## config.mk

```make
export PLATFORM = sky130hd
export DESIGN_NAME = cwd_counter_array
export DESIGN_NICKNAME = d
export VERILOG_FILES = /design/src/core/cwd_pkg.sv /design/src/core/cwd_counter_array.sv
export SDC_FILE = /design/constraint.sdc
export NUM_CORES = 1
export LEC_CHECK = 0
export BUFFER_PORTS_ARGS = -buffer_cell sky130_fd_sc_hd__buf_2
export CAP_MARGIN = 20
export CORE_ASPECT_RATIO = 0.8
export CORE_MARGIN = 5
export CORE_UTILIZATION = 57
export DETAILED_ROUTE_END_ITERATION = 7
export PLACE_DENSITY = 0.76
export SLEW_MARGIN = 20
export SYNTH_ARGS = -nofsm -noshare
export SYNTH_HDL_FRONTEND = slang
export SYNTH_SLANG_ARGS = --single-unit
```

## constraint.sdc

```tcl
create_clock -name ref_clk -period 6.85 [get_ports ref_clk]
set_input_delay 0.685 -clock ref_clk [delete_from_list [all_inputs] [get_ports ref_clk]]
set_output_delay 0.685 -clock ref_clk [all_outputs]
set_load 0.1 [all_outputs]
```

## src/core/cwd_pkg.sv

```systemverilog
// Overview of operation
// [RULE_01] frequency mode: low compare match toggles pin, low compare += high compare
// [RULE_02] frequency mode: high compare of zero means a half period of 256 ticks
// [RULE_03] frequency mode when compare, toggle and pwm enables are all set
// [RULE_04] low compare write clears compare enable, high compare write sets it
// [RULE_05] 8-bit pwm: pin high on low byte match, low on low byte overflow
// [RULE_06] 8-bit pwm: low byte overflow reloads low compare from high compare
// [RULE_07] 8-bit pwm when compare and pwm enables set, wide select clear
// [RULE_08] 8-bit duty is (256 - high compare)/256; compare disabled gives low
// [RULE_09] 16-bit pwm: pin high on full match, low on counter overflow
// [RULE_10] 16-bit pwm when compare, pwm and wide select bits are set
// [RULE_11] 16-bit duty is (65536 - compare)/65536; zero gives constant high
// [RULE_12] software times 16-bit compare updates to the match event
// [RULE_13] watchdog on: module 5 high compares counter high, low is offset
// [RULE_14] after reset: watchdog on, clock/12, counter and offset zero
// [RULE_15] watchdog on: counter runs, counter, timebase, idle, module 5 mode writes ignored
// [RULE_16] watchdog on: run bit writes do not stop counting; reads stored bit
// [RULE_17] any write to update byte loads counter high plus offset
// [RULE_18] watchdog reset on low byte overflow while update byte equals counter high
// [RULE_19] watchdog on: writing one to module 5 flag forces watchdog reset
// [RULE_20] enable or lock turns watchdog on; lock holds it until reset
// [RULE_21] software disables, configures, re-enables, then refreshes the watchdog
// [RULE_22] timebase select: /12, /4, timer 0, count input falls, clock, osc/8
// [RULE_23] module event flags stay set until software clears them
// [RULE_24] counter steps once per timebase tick, all modules see one value
package cwd_pkg;
  localparam int NMOD   = 6;
  localparam int WD_MOD = 5;

  // register byte addresses
  localparam logic [7:0] A_CTRL = 8'h00;
  localparam logic [7:0] A_TBMD = 8'h04;
  localparam logic [7:0] A_CNT  = 8'h08;
  localparam logic [7:0] A_MOD0 = 8'h10;
  localparam logic [7:0] A_CMP0 = 8'h30;

  // field positions
  localparam int CB_RUN  = 6;
  localparam int MD_TB0  = 1;
  localparam int MD_LOCK = 5;
  localparam int MD_WDE  = 6;
  localparam int MD_IDLE = 7;
  localparam int MB_PWM  = 1;
  localparam int MB_TOG  = 3;
  localparam int MB_CE   = 6;
  localparam int MB_WIDE = 7;

  // timebase dividers
  localparam logic [3:0] PRESC_MAX = 4'hb;
  localparam logic [1:0] DIV4_LAST = 2'h3;
  localparam logic [2:0] OSC_LAST  = 3'h7;
  localparam logic [7:0] LOW_MAX   = 8'hff;

  localparam logic [1:0] RESP_OKAY   = 2'h0;
  localparam logic [1:0] RESP_SLVERR = 2'h2;

  typedef enum logic [2:0] {
    TB_DIV12 = 3'h0,
    TB_DIV4  = 3'h1,
    TB_T0OVF = 3'h2,
    TB_ECI   = 3'h3,
    TB_SYS   = 3'h4,
    TB_OSC8  = 3'h5
  } cwd_tb_e;

  typedef enum logic [1:0] {
    OM_OFF   = 2'h0,
    OM_FREQ  = 2'h1,
    OM_PWM16 = 2'h3,
    OM_PWM8  = 2'h2
  } cwd_om_e;

  typedef struct packed {
    logic        awvalid;
    logic [31:0] awaddr;
    logic        wvalid;
    logic [31:0] wdata;
    logic [3:0]  wstrb;
    logic        bready;
    logic        arvalid;
    logic [31:0] araddr;
    logic        rready;
  } cwd_axil_req_s;

  typedef struct packed {
    logic        awready;
    logic        wready;
    logic        bvalid;
    logic [1:0]  bresp;
    logic        arready;
    logic        rvalid;
    logic [31:0] rdata;
    logic [1:0]  rresp;
  } cwd_axil_rsp_s;

  typedef struct packed {
    logic [3:0]             presc;
    logic [2:0]             external_count_input;
    logic [2:0]             osc;
    logic [2:0]             oscDiv;
    logic [15:0]            cnt;
    logic                   run;
    logic [2:0]             tbSel;
    logic                   idleHalt;
    logic                   wdeBit;
    logic                   lockBit;
    logic [NMOD-1:0]        flags;
    logic [NMOD-1:0][7:0]   mode;
    logic [NMOD-1:0][7:0]   cmpL;
    logic [NMOD-1:0][7:0]   cmpH;
    logic [NMOD-1:0]        pin;
    logic                   wdRst;
    logic                   awHeld;
    logic [7:0]             awAddr;
    logic                   wHeld;
    logic [31:0]            wData;
    logic [3:0]             wStrb;
    logic                   bvalid;
    logic [1:0]             bresp;
    logic                   rvalid;
    logic [31:0]            rdata;
    logic [1:0]             rresp;
  } cwd_state_s;
endpackage

```

## src/core/cwd_counter_array.sv

```systemverilog
`timescale 1ns/10ps
module cwd_counter_array (
  // clock and reset
  input  wire logic                   ref_clk,
  input  wire logic                   rst,
  // register bus
  input  wire cwd_pkg::cwd_axil_req_s axi,
  output      cwd_pkg::cwd_axil_rsp_s axiRsp,
  // timebase sources, and the cpu idle input that can halt the counter
  input  wire logic                   timer0Ovf,
  input  wire logic                   extCountPin,
  input  wire logic                   extOscPin,
  input  wire logic                   cpuIdle,
  // outputs
  output      logic [5:0]             modulePin,
  output      logic                   watchdogReset
);

  cwd_pkg::cwd_state_s s_r;
  cwd_pkg::cwd_state_s s_nxt;

  logic                   wdEn;
  logic                   tick;
  logic                   go;
  logic                   ovf;
  logic                   doWr;
  logic                   wdm;
  logic [15:0]            nc;
  logic [7:0]             cl;
  logic [7:0]             wa;
  logic [31:0]            wd;
  logic [3:0]             mIdx;
  logic [3:0]             cIdx;
  logic [3:0]             rmIdx;
  logic [3:0]             rcIdx;
  logic [cwd_pkg::NMOD-1:0] evts;
  cwd_pkg::cwd_om_e       om;

  // index of a per-module register, or all ones when outside the group
  function automatic logic [3:0] modSel(input logic [7:0] a, input logic [7:0] base);
    logic [7:0] d;
    d = a - base;
    if (a >= base && d[1:0] == 2'h0 && d < 8'(4 * cwd_pkg::NMOD))
      modSel = {1'b0, d[4:2]};
    else
      modSel = 4'hf;
  endfunction

  function automatic cwd_pkg::cwd_om_e modeOf(input logic [7:0] m);
    if (!m[cwd_pkg::MB_CE] || !m[cwd_pkg::MB_PWM])
      modeOf = cwd_pkg::OM_OFF; // RULE_08
    else if (m[cwd_pkg::MB_TOG])
      modeOf = cwd_pkg::OM_FREQ; // RULE_03
    else if (m[cwd_pkg::MB_WIDE])
      modeOf = cwd_pkg::OM_PWM16; // RULE_10
    else
      modeOf = cwd_pkg::OM_PWM8; // RULE_07
  endfunction

  ////////////////////////////////////////////////////////////////////////////

  assign wdEn  = s_r.wdeBit | s_r.lockBit; // RULE_20
  assign doWr  = s_r.awHeld && s_r.wHeld && !s_r.bvalid;
  assign rmIdx = modSel(axi.araddr[7:0], cwd_pkg::A_MOD0);
  assign rcIdx = modSel(axi.araddr[7:0], cwd_pkg::A_CMP0);

  assign axiRsp = '{
    awready: !s_r.awHeld && !s_r.bvalid,
    wready:  !s_r.wHeld && !s_r.bvalid,
    bvalid:  s_r.bvalid,
    bresp:   s_r.bresp,
    arready: !s_r.rvalid,
    rvalid:  s_r.rvalid,
    rdata:   s_r.rdata,
    rresp:   s_r.rresp
  };

  assign modulePin     = s_r.pin;
  assign watchdogReset = s_r.wdRst;

  always_comb
  begin
    s_nxt = s_r;
    cl    = 8'h00;
    evts  = '0;
    om    = cwd_pkg::OM_OFF;
    wdm   = 1'b0;
    wa    = s_r.awAddr;
    wd    = s_r.wData;
    mIdx  = modSel(wa, cwd_pkg::A_MOD0);
    cIdx  = modSel(wa, cwd_pkg::A_CMP0);

    // pins from other clocks: first stage feeds only the second
    s_nxt.external_count_input = {s_r.external_count_input[1:0], extCountPin};
    s_nxt.osc = {s_r.osc[1:0], extOscPin};
    s_nxt.presc = (s_r.presc == cwd_pkg::PRESC_MAX) ? 4'h0 : s_r.presc + 4'h1;
    if (s_r.osc[1] && !s_r.osc[2])
      s_nxt.oscDiv = s_r.oscDiv + 3'h1;

    unique case (cwd_pkg::cwd_tb_e'(s_r.tbSel)) // RULE_22
      cwd_pkg::TB_DIV12: tick = (s_r.presc == cwd_pkg::PRESC_MAX);
      cwd_pkg::TB_DIV4:  tick = (s_r.presc[1:0] == cwd_pkg::DIV4_LAST);
      cwd_pkg::TB_T0OVF: tick = timer0Ovf;
      cwd_pkg::TB_ECI:   tick = s_r.external_count_input[2] && !s_r.external_count_input[1];
      cwd_pkg::TB_SYS:   tick = 1'b1;
      cwd_pkg::TB_OSC8:  tick = s_r.osc[1] && !s_r.osc[2] && s_r.oscDiv == cwd_pkg::OSC_LAST;
      default:           tick = 1'b0;
    endcase

    // watchdog keeps the counter running whatever the run bit says
    go  = tick && (s_r.run || wdEn) && !(s_r.idleHalt && cpuIdle); // RULE_15 RULE_16
    nc  = s_r.cnt + 16'h0001;
    ovf = go && nc[7:0] == 8'h00;
    if (go)
      s_nxt.cnt = nc; // RULE_24

    // every module works from the same next count
    for (int i = 0; i < cwd_pkg::NMOD; i++)
    begin
      om = modeOf(s_r.mode[i]);
      if (i == cwd_pkg::WD_MOD && wdEn)
        om = cwd_pkg::OM_OFF; // RULE_15
      unique case (om)
        cwd_pkg::OM_FREQ:
          if (go && nc[7:0] == s_r.cmpL[i])
          begin
            s_nxt.pin[i]  = !s_r.pin[i]; // RULE_01
            // a zero step wraps all the way round: 256 ticks
            s_nxt.cmpL[i] = s_r.cmpL[i] + s_r.cmpH[i]; // RULE_01 RULE_02
            evts[i]       = 1'b1;
          end
        cwd_pkg::OM_PWM8:
          if (go)
          begin
            cl = ovf ? s_r.cmpH[i] : s_r.cmpL[i]; // RULE_06
            s_nxt.cmpL[i] = cl;
            if (nc[7:0] == cl)
            begin
              s_nxt.pin[i] = 1'b1; // RULE_05 RULE_08
              evts[i]      = 1'b1;
            end
            else if (ovf)
              s_nxt.pin[i] = 1'b0; // RULE_05
          end
        cwd_pkg::OM_PWM16:
          if (go)
          begin
            if (nc == {s_r.cmpH[i], s_r.cmpL[i]})
            begin
              s_nxt.pin[i] = 1'b1; // RULE_09 RULE_11
              evts[i]      = 1'b1;
            end
            else if (nc == 16'h0000)
              s_nxt.pin[i] = 1'b0; // RULE_09
          end
        default:
          s_nxt.pin[i] = 1'b0; // RULE_08
      endcase
    end

    // timeout: low byte rolls over while update byte equals counter high
    s_nxt.wdRst = wdEn && ovf &&
                  s_r.cmpH[cwd_pkg::WD_MOD] == s_r.cnt[15:8]; // RULE_13 RULE_18

    ////////////////////////////////////////////////////////////////////////
    // bus slave: address and data may arrive in either order
    if (axi.awvalid && !s_r.awHeld && !s_r.bvalid)
    begin
      s_nxt.awHeld = 1'b1;
      s_nxt.awAddr = axi.awaddr[7:0];
    end
    if (axi.wvalid && !s_r.wHeld && !s_r.bvalid)
    begin
      s_nxt.wHeld = 1'b1;
      s_nxt.wData = axi.wdata;
      s_nxt.wStrb = axi.wstrb;
    end
    if (s_r.bvalid && axi.bready)
      s_nxt.bvalid = 1'b0;
    if (s_r.rvalid && axi.rready)
      s_nxt.rvalid = 1'b0;

    if (doWr)
    begin
      s_nxt.awHeld = 1'b0;
      s_nxt.wHeld  = 1'b0;
      s_nxt.bvalid = 1'b1;
      s_nxt.bresp  = cwd_pkg::RESP_OKAY;
      if (wa == cwd_pkg::A_CTRL)
      begin
        if (s_r.wStrb[0])
        begin
          s_nxt.flags = wd[cwd_pkg::NMOD-1:0];
          s_nxt.run   = wd[cwd_pkg::CB_RUN];
          if (wdEn && wd[cwd_pkg::WD_MOD])
            s_nxt.wdRst = 1'b1; // RULE_19
        end
      end
      else if (wa == cwd_pkg::A_TBMD)
      begin
        if (s_r.wStrb[0])
        begin
          s_nxt.lockBit = s_r.lockBit | wd[cwd_pkg::MD_LOCK]; // RULE_20
          s_nxt.wdeBit  = wd[cwd_pkg::MD_WDE];
          if (!wdEn)
          begin
            s_nxt.tbSel    = wd[cwd_pkg::MD_TB0 +: 3]; // RULE_15
            s_nxt.idleHalt = wd[cwd_pkg::MD_IDLE];
          end
        end
      end
      else if (wa == cwd_pkg::A_CNT)
      begin
        if (!wdEn && s_r.wStrb[0])
          s_nxt.cnt[7:0] = wd[7:0]; // RULE_15
        if (!wdEn && s_r.wStrb[1])
          s_nxt.cnt[15:8] = wd[15:8];
      end
      else if (mIdx != 4'hf)
      begin
        if (s_r.wStrb[0] && !(mIdx == 4'(cwd_pkg::WD_MOD) && wdEn))
          s_nxt.mode[mIdx[2:0]] = wd[7:0]; // RULE_15
      end
      else if (cIdx != 4'hf)
      begin
        wdm = (cIdx == 4'(cwd_pkg::WD_MOD)) && wdEn;
        if (s_r.wStrb[0])
        begin
          s_nxt.cmpL[cIdx[2:0]] = wd[7:0];
          if (!wdm)
            s_nxt.mode[cIdx[2:0]][cwd_pkg::MB_CE] = 1'b0; // RULE_04
        end
        if (s_r.wStrb[1])
        begin
          if (wdm)
            s_nxt.cmpH[cIdx[2:0]] = 8'(s_r.cnt[15:8] + s_nxt.cmpL[cIdx[2:0]]); // RULE_17
          else
          begin
            s_nxt.cmpH[cIdx[2:0]] = wd[15:8];
            s_nxt.mode[cIdx[2:0]][cwd_pkg::MB_CE] = 1'b1; // RULE_04
          end
        end
      end
      else
        s_nxt.bresp = cwd_pkg::RESP_SLVERR;
    end

    // a match in the same cycle as a clearing write still lands
    s_nxt.flags = s_nxt.flags | evts; // RULE_23

    if (axi.arvalid && !s_r.rvalid)
    begin
      s_nxt.rvalid = 1'b1;
      s_nxt.rdata  = 32'h0000_0000;
      s_nxt.rresp  = cwd_pkg::RESP_OKAY;
      if (axi.araddr[7:0] == cwd_pkg::A_CTRL)
        s_nxt.rdata[cwd_pkg::CB_RUN:0] = {s_r.run, s_r.flags}; // RULE_16
      else if (axi.araddr[7:0] == cwd_pkg::A_TBMD)
      begin
        s_nxt.rdata[cwd_pkg::MD_IDLE]     = s_r.idleHalt;
        s_nxt.rdata[cwd_pkg::MD_WDE]      = s_r.wdeBit;
        s_nxt.rdata[cwd_pkg::MD_LOCK]     = s_r.lockBit;
        s_nxt.rdata[cwd_pkg::MD_TB0 +: 3] = s_r.tbSel;
      end
      else if (axi.araddr[7:0] == cwd_pkg::A_CNT)
        s_nxt.rdata[15:0] = s_r.cnt;
      else if (rmIdx != 4'hf)
        s_nxt.rdata[7:0] = s_r.mode[rmIdx[2:0]];
      else if (rcIdx != 4'hf)
        s_nxt.rdata[15:0] = {s_r.cmpH[rcIdx[2:0]], s_r.cmpL[rcIdx[2:0]]};
      else
        s_nxt.rresp = cwd_pkg::RESP_SLVERR;
    end
  end

  always_ff @(posedge ref_clk)
  begin
    if (rst)
    begin
      s_r        <= '0;
      s_r.wdeBit <= 1'b1; // RULE_14
    end
    else
      s_r <= s_nxt;
  end
endmodule

```

==> results.md <==
* Status: complete, but fails checks
* Failing checks: design-rule violations
* Largest area contributor in the netlist: dfxtp_1
* Arr. time, crit path at 6710 ps
* Chip width at 221 um
* Hold Crit Endpoint: axiRsp[34]$_SDFFE_PP0P_
* Yosys warns at 0
* Worst EP required at 7260 ps
* Pre-Repair DR Iteration Count at 8
* TritonCTS Sinks at 241
* CP top delay family: compound AO/OA/AOI/OAI gates
* Layout cells sized above 1 at 0.123
* Area Overhead vs Synth at 8.02%
* Worst-case clock buffer depth at 3
* Max-Cap Viols at 0
* Relative slew slack at 0.282
* Post-Syn Instances at 2,591
* Die Y at 179 um
* Hold Fails Final Rpt at 0
* Post-CTS Setup Bufs at 0
* FP Rows at 62
* Seq pwr share at 0.427
* Vias/cell at 7.14
* Crit path buf inv count at 2
* CP Launch Type: flip-flop
* Worst-Skew Late Latency at 580 ps
* TritonCTS Buffers at 27
* Period minus WS final at 6300 ps
* Fillcell total at 3,157
* Root Driver: clkbuf_16
* Synthesized area at 0.0204 mm^2
* Number of diodes at 0
* Seq cells post-synth at 241
* Net switching power at 0.000966 W
* DR WL met3 at 14,000 um
* FF+latch area at 0.00483 mm^2
* RD Place Congestion at 1.11
* PwrDens at 154 mW/mm^2
* R2R depth at 23
* Critical Path Fanout Max at 10
* Post-CTS Hold Buffers at 0
* Multi-input logic area at 0.0142 mm^2
* Post-synth EDFFs at 0
* Leakage at 8.76 nW
* Final period utilization at 0.920
* Worst slew pin tran at 1070 ps
* Initial Utilization at 0.572
* TritonCTS clock tree: done
* Synth cell types at 106
* Port bufs at 74
* Antenna violations before repair at 1
* CP endpoint kind: flip-flop
* Grt ovf at 0
* WS Path Type: flip-flop to flip-flop
* Drt first-iter violations at 3,740
* Unrepaired setup endpoints after global routing: false
* Nets at 2,778
* FF-to-FF Start: s_r[248]$_SDFF_PP0_
* Core area at 0.0356 mm^2
* Setup violations, final at 0
* Post-Route M1 WL at 33,100 um
* Synth area leaders: dfxtp_1, ha_1, mux2i_1
* CTS resizes at 0
* Clock power share at 0.471
* All-Layer GR Usage at 0.419
* Crit-path most repeated cell: a21oi_1
* Skew final at 22.1 ps
* First-pass GRT wire length at 128,000 um
* DRC viols at 17
* Hold path depth at 2
* Worst path slowest cell: dfxtp_1
* WL/cell at 28.5 um
* Total negative setup slack at 0 ps
* Post-synthesis sequential area ratio at 0.237
* IO Pins at 159
* Vias in the first global route at 20,100
* CP Cell Sequence: ha_1 -> and3_1 -> buf_4 -> a21oi_1 -> a2111oi_0 -> o211ai_1 -> nor3_2 -> o21bai_1 -> a2bb2oi_1 -> o221ai_1 -> nand2_1 -> o21ai_1 -> ha_1 -> fa_1 -> a21oi_1 -> o21bai_1 -> a21o_1 -> a21oi_1 -> xor2_1 -> nor2_1 -> a21oi_1 -> buf_4 -> a211oi_1
* Switching Share at 0.285
* Dpl cells at 3,024
* Clock slew at reported path FFs at 70 ps
* Int Pwr at 0.00243 W
* Reg2reg setup slack at 550 ps
* Share of the synthesized area in the top cell type at 0.237
* Avg Cell Area, Syn at 7.87 um^2
* HPWL after detailed placement at 64,500 um
* HP Class: primary input to flip-flop
* Final ANT Viol Nets at 0
* FMAX at 159 MHz
* Max Slew Vio Count at 0
* Top-count cell post-synth: nor2_1
* Hold Crit Start: axi[0]
* Commonest cells post-synth: nor2_1, nand2_1, dfxtp_1, a21oi_1, clkbuf_1
* Post-synth top flop: dfxtp_1
* Final Non-Filler Cells at 3,074
* Max incr delay on CP at 620 ps
* H-tree Lvls at 1
* Maximum vdd drop at 270 uV
* Met2 WL at 33,700 um
* Routed via count at 22,000
* Combinational Power Share at 0.102
* Top layer in use: met5
* Largest net degree at the start of global routing at 188
* Async set-reset flop share out of synthesis at 0
* Post-Route WL at 87,500 um
* Area of the die at 0.0397 mm^2
## power groups by stage
stage / combinational (W) / sequential [W] / clock, W
floorplan: 0.000242 / 0.00146 / 0
global route: 0.000357 / 0.00145 / 0.00166
finish: 0.000346 / 0.00145 / 0.00160
CTS: 0.000332 / 0.00145 / 0.00160
detailed placement: 0.000330 / 0.00148 / 0
global placement: 0.000325 / 0.00148 / 0
## metrics by stage
stage / cell area [um^2] / hold WS (ps) / utilization / worst slack [ps] / total power (W)
CTS: 22000 / 297 / 0.618 / 854 / 0.00338
finish: 22000 / 309 / 0.618 / 546 / 0.00339
global placement: 21000 / 418 / 0.591 / 986 / 0.00180
detailed placement: 21100 / 435 / 0.591 / 913 / 0.00181
floorplan: 20400 / 414 / - / 1910 / 0.00170
global route: 22000 / 314 / 0.618 / 371 / 0.00346
## logic make-up after synthesis
group | share of synthesized area
flip-flops | 0.237
multiplexers | 0.0764
other | 0.000184
adder cells (fa/ha/maj) | 0.0603
XOR/XNOR | 0.0941
buffers and inverters | 0.0726
AO/OA/AOI/OAI | 0.247
AND/OR/NAND/NOR | 0.213
## cells in the final DEF (no fill, tap or decap), types with 11 or more instances in the layout
cell,instances
dfxtp_1,240
conb_1,18
a221oi_1,21
nand2b_1,23
ha_1,87
o21bai_1,11
buf_4,98
o41ai_1,12
o21ai_0,72
clkbuf_16,27
nor4_1,17
o22ai_1,17
nor3_1,41
a22o_1,16
mux2i_1,108
xnor3_1,31
xnor2_1,91
o221ai_1,20
a31oi_1,12
a22oi_1,48
or3_1,14
mux2_2,34
or2_2,18
nor2b_1,24
o31ai_1,13
and2_1,21
buf_2,73
o211ai_1,20
a311oi_1,12
xor2_1,42
a211oi_1,108
nor2_1,286
nand2_1,243
a21oi_1,179
nand4_1,35
a21o_1,13
a32oi_1,13
nand3_1,95
inv_1,90
and3_1,21
## cell type report
class / instances / area share
Multi-Input combinational cell: 2039 / 0.643
Sequential cell: 241 / 0.219
Timing Repair Buffer: 173 / 0.0514
Clock buffer: 35 / 0.0343
Tap cell: 480 / 0.0273
Inverter: 91 / 0.0155
Clock inverter: 15 / 0.00921
## layer usage
layer  vias up  track usage
met2      1828        0.583
met1     10300        0.560
met5         -            0
met3       435        0.145
li1       9388            -
met4         2        0.250
## worst max-delay path by stage
| stage | from | endpoint | cells after the start |
|---|---|---|---|
| global route | s_r[248]$_SDFF_PP0_ | flip-flop | 23 |
| detailed placement | s_r[248]$_SDFF_PP0_ | flip-flop | 23 |
| finish | s_r[248]$_SDFF_PP0_ | flip-flop | 23 |
| CTS | s_r[248]$_SDFF_PP0_ | flip-flop | 23 |
| floorplan | wa[4]$_SDFFE_PP0P_ | flip-flop | 22 |
| global placement | s_r[248]$_SDFF_PP0_ | flip-flop | 22 |
No activity file was read; power rests on OpenSTA's default activity.
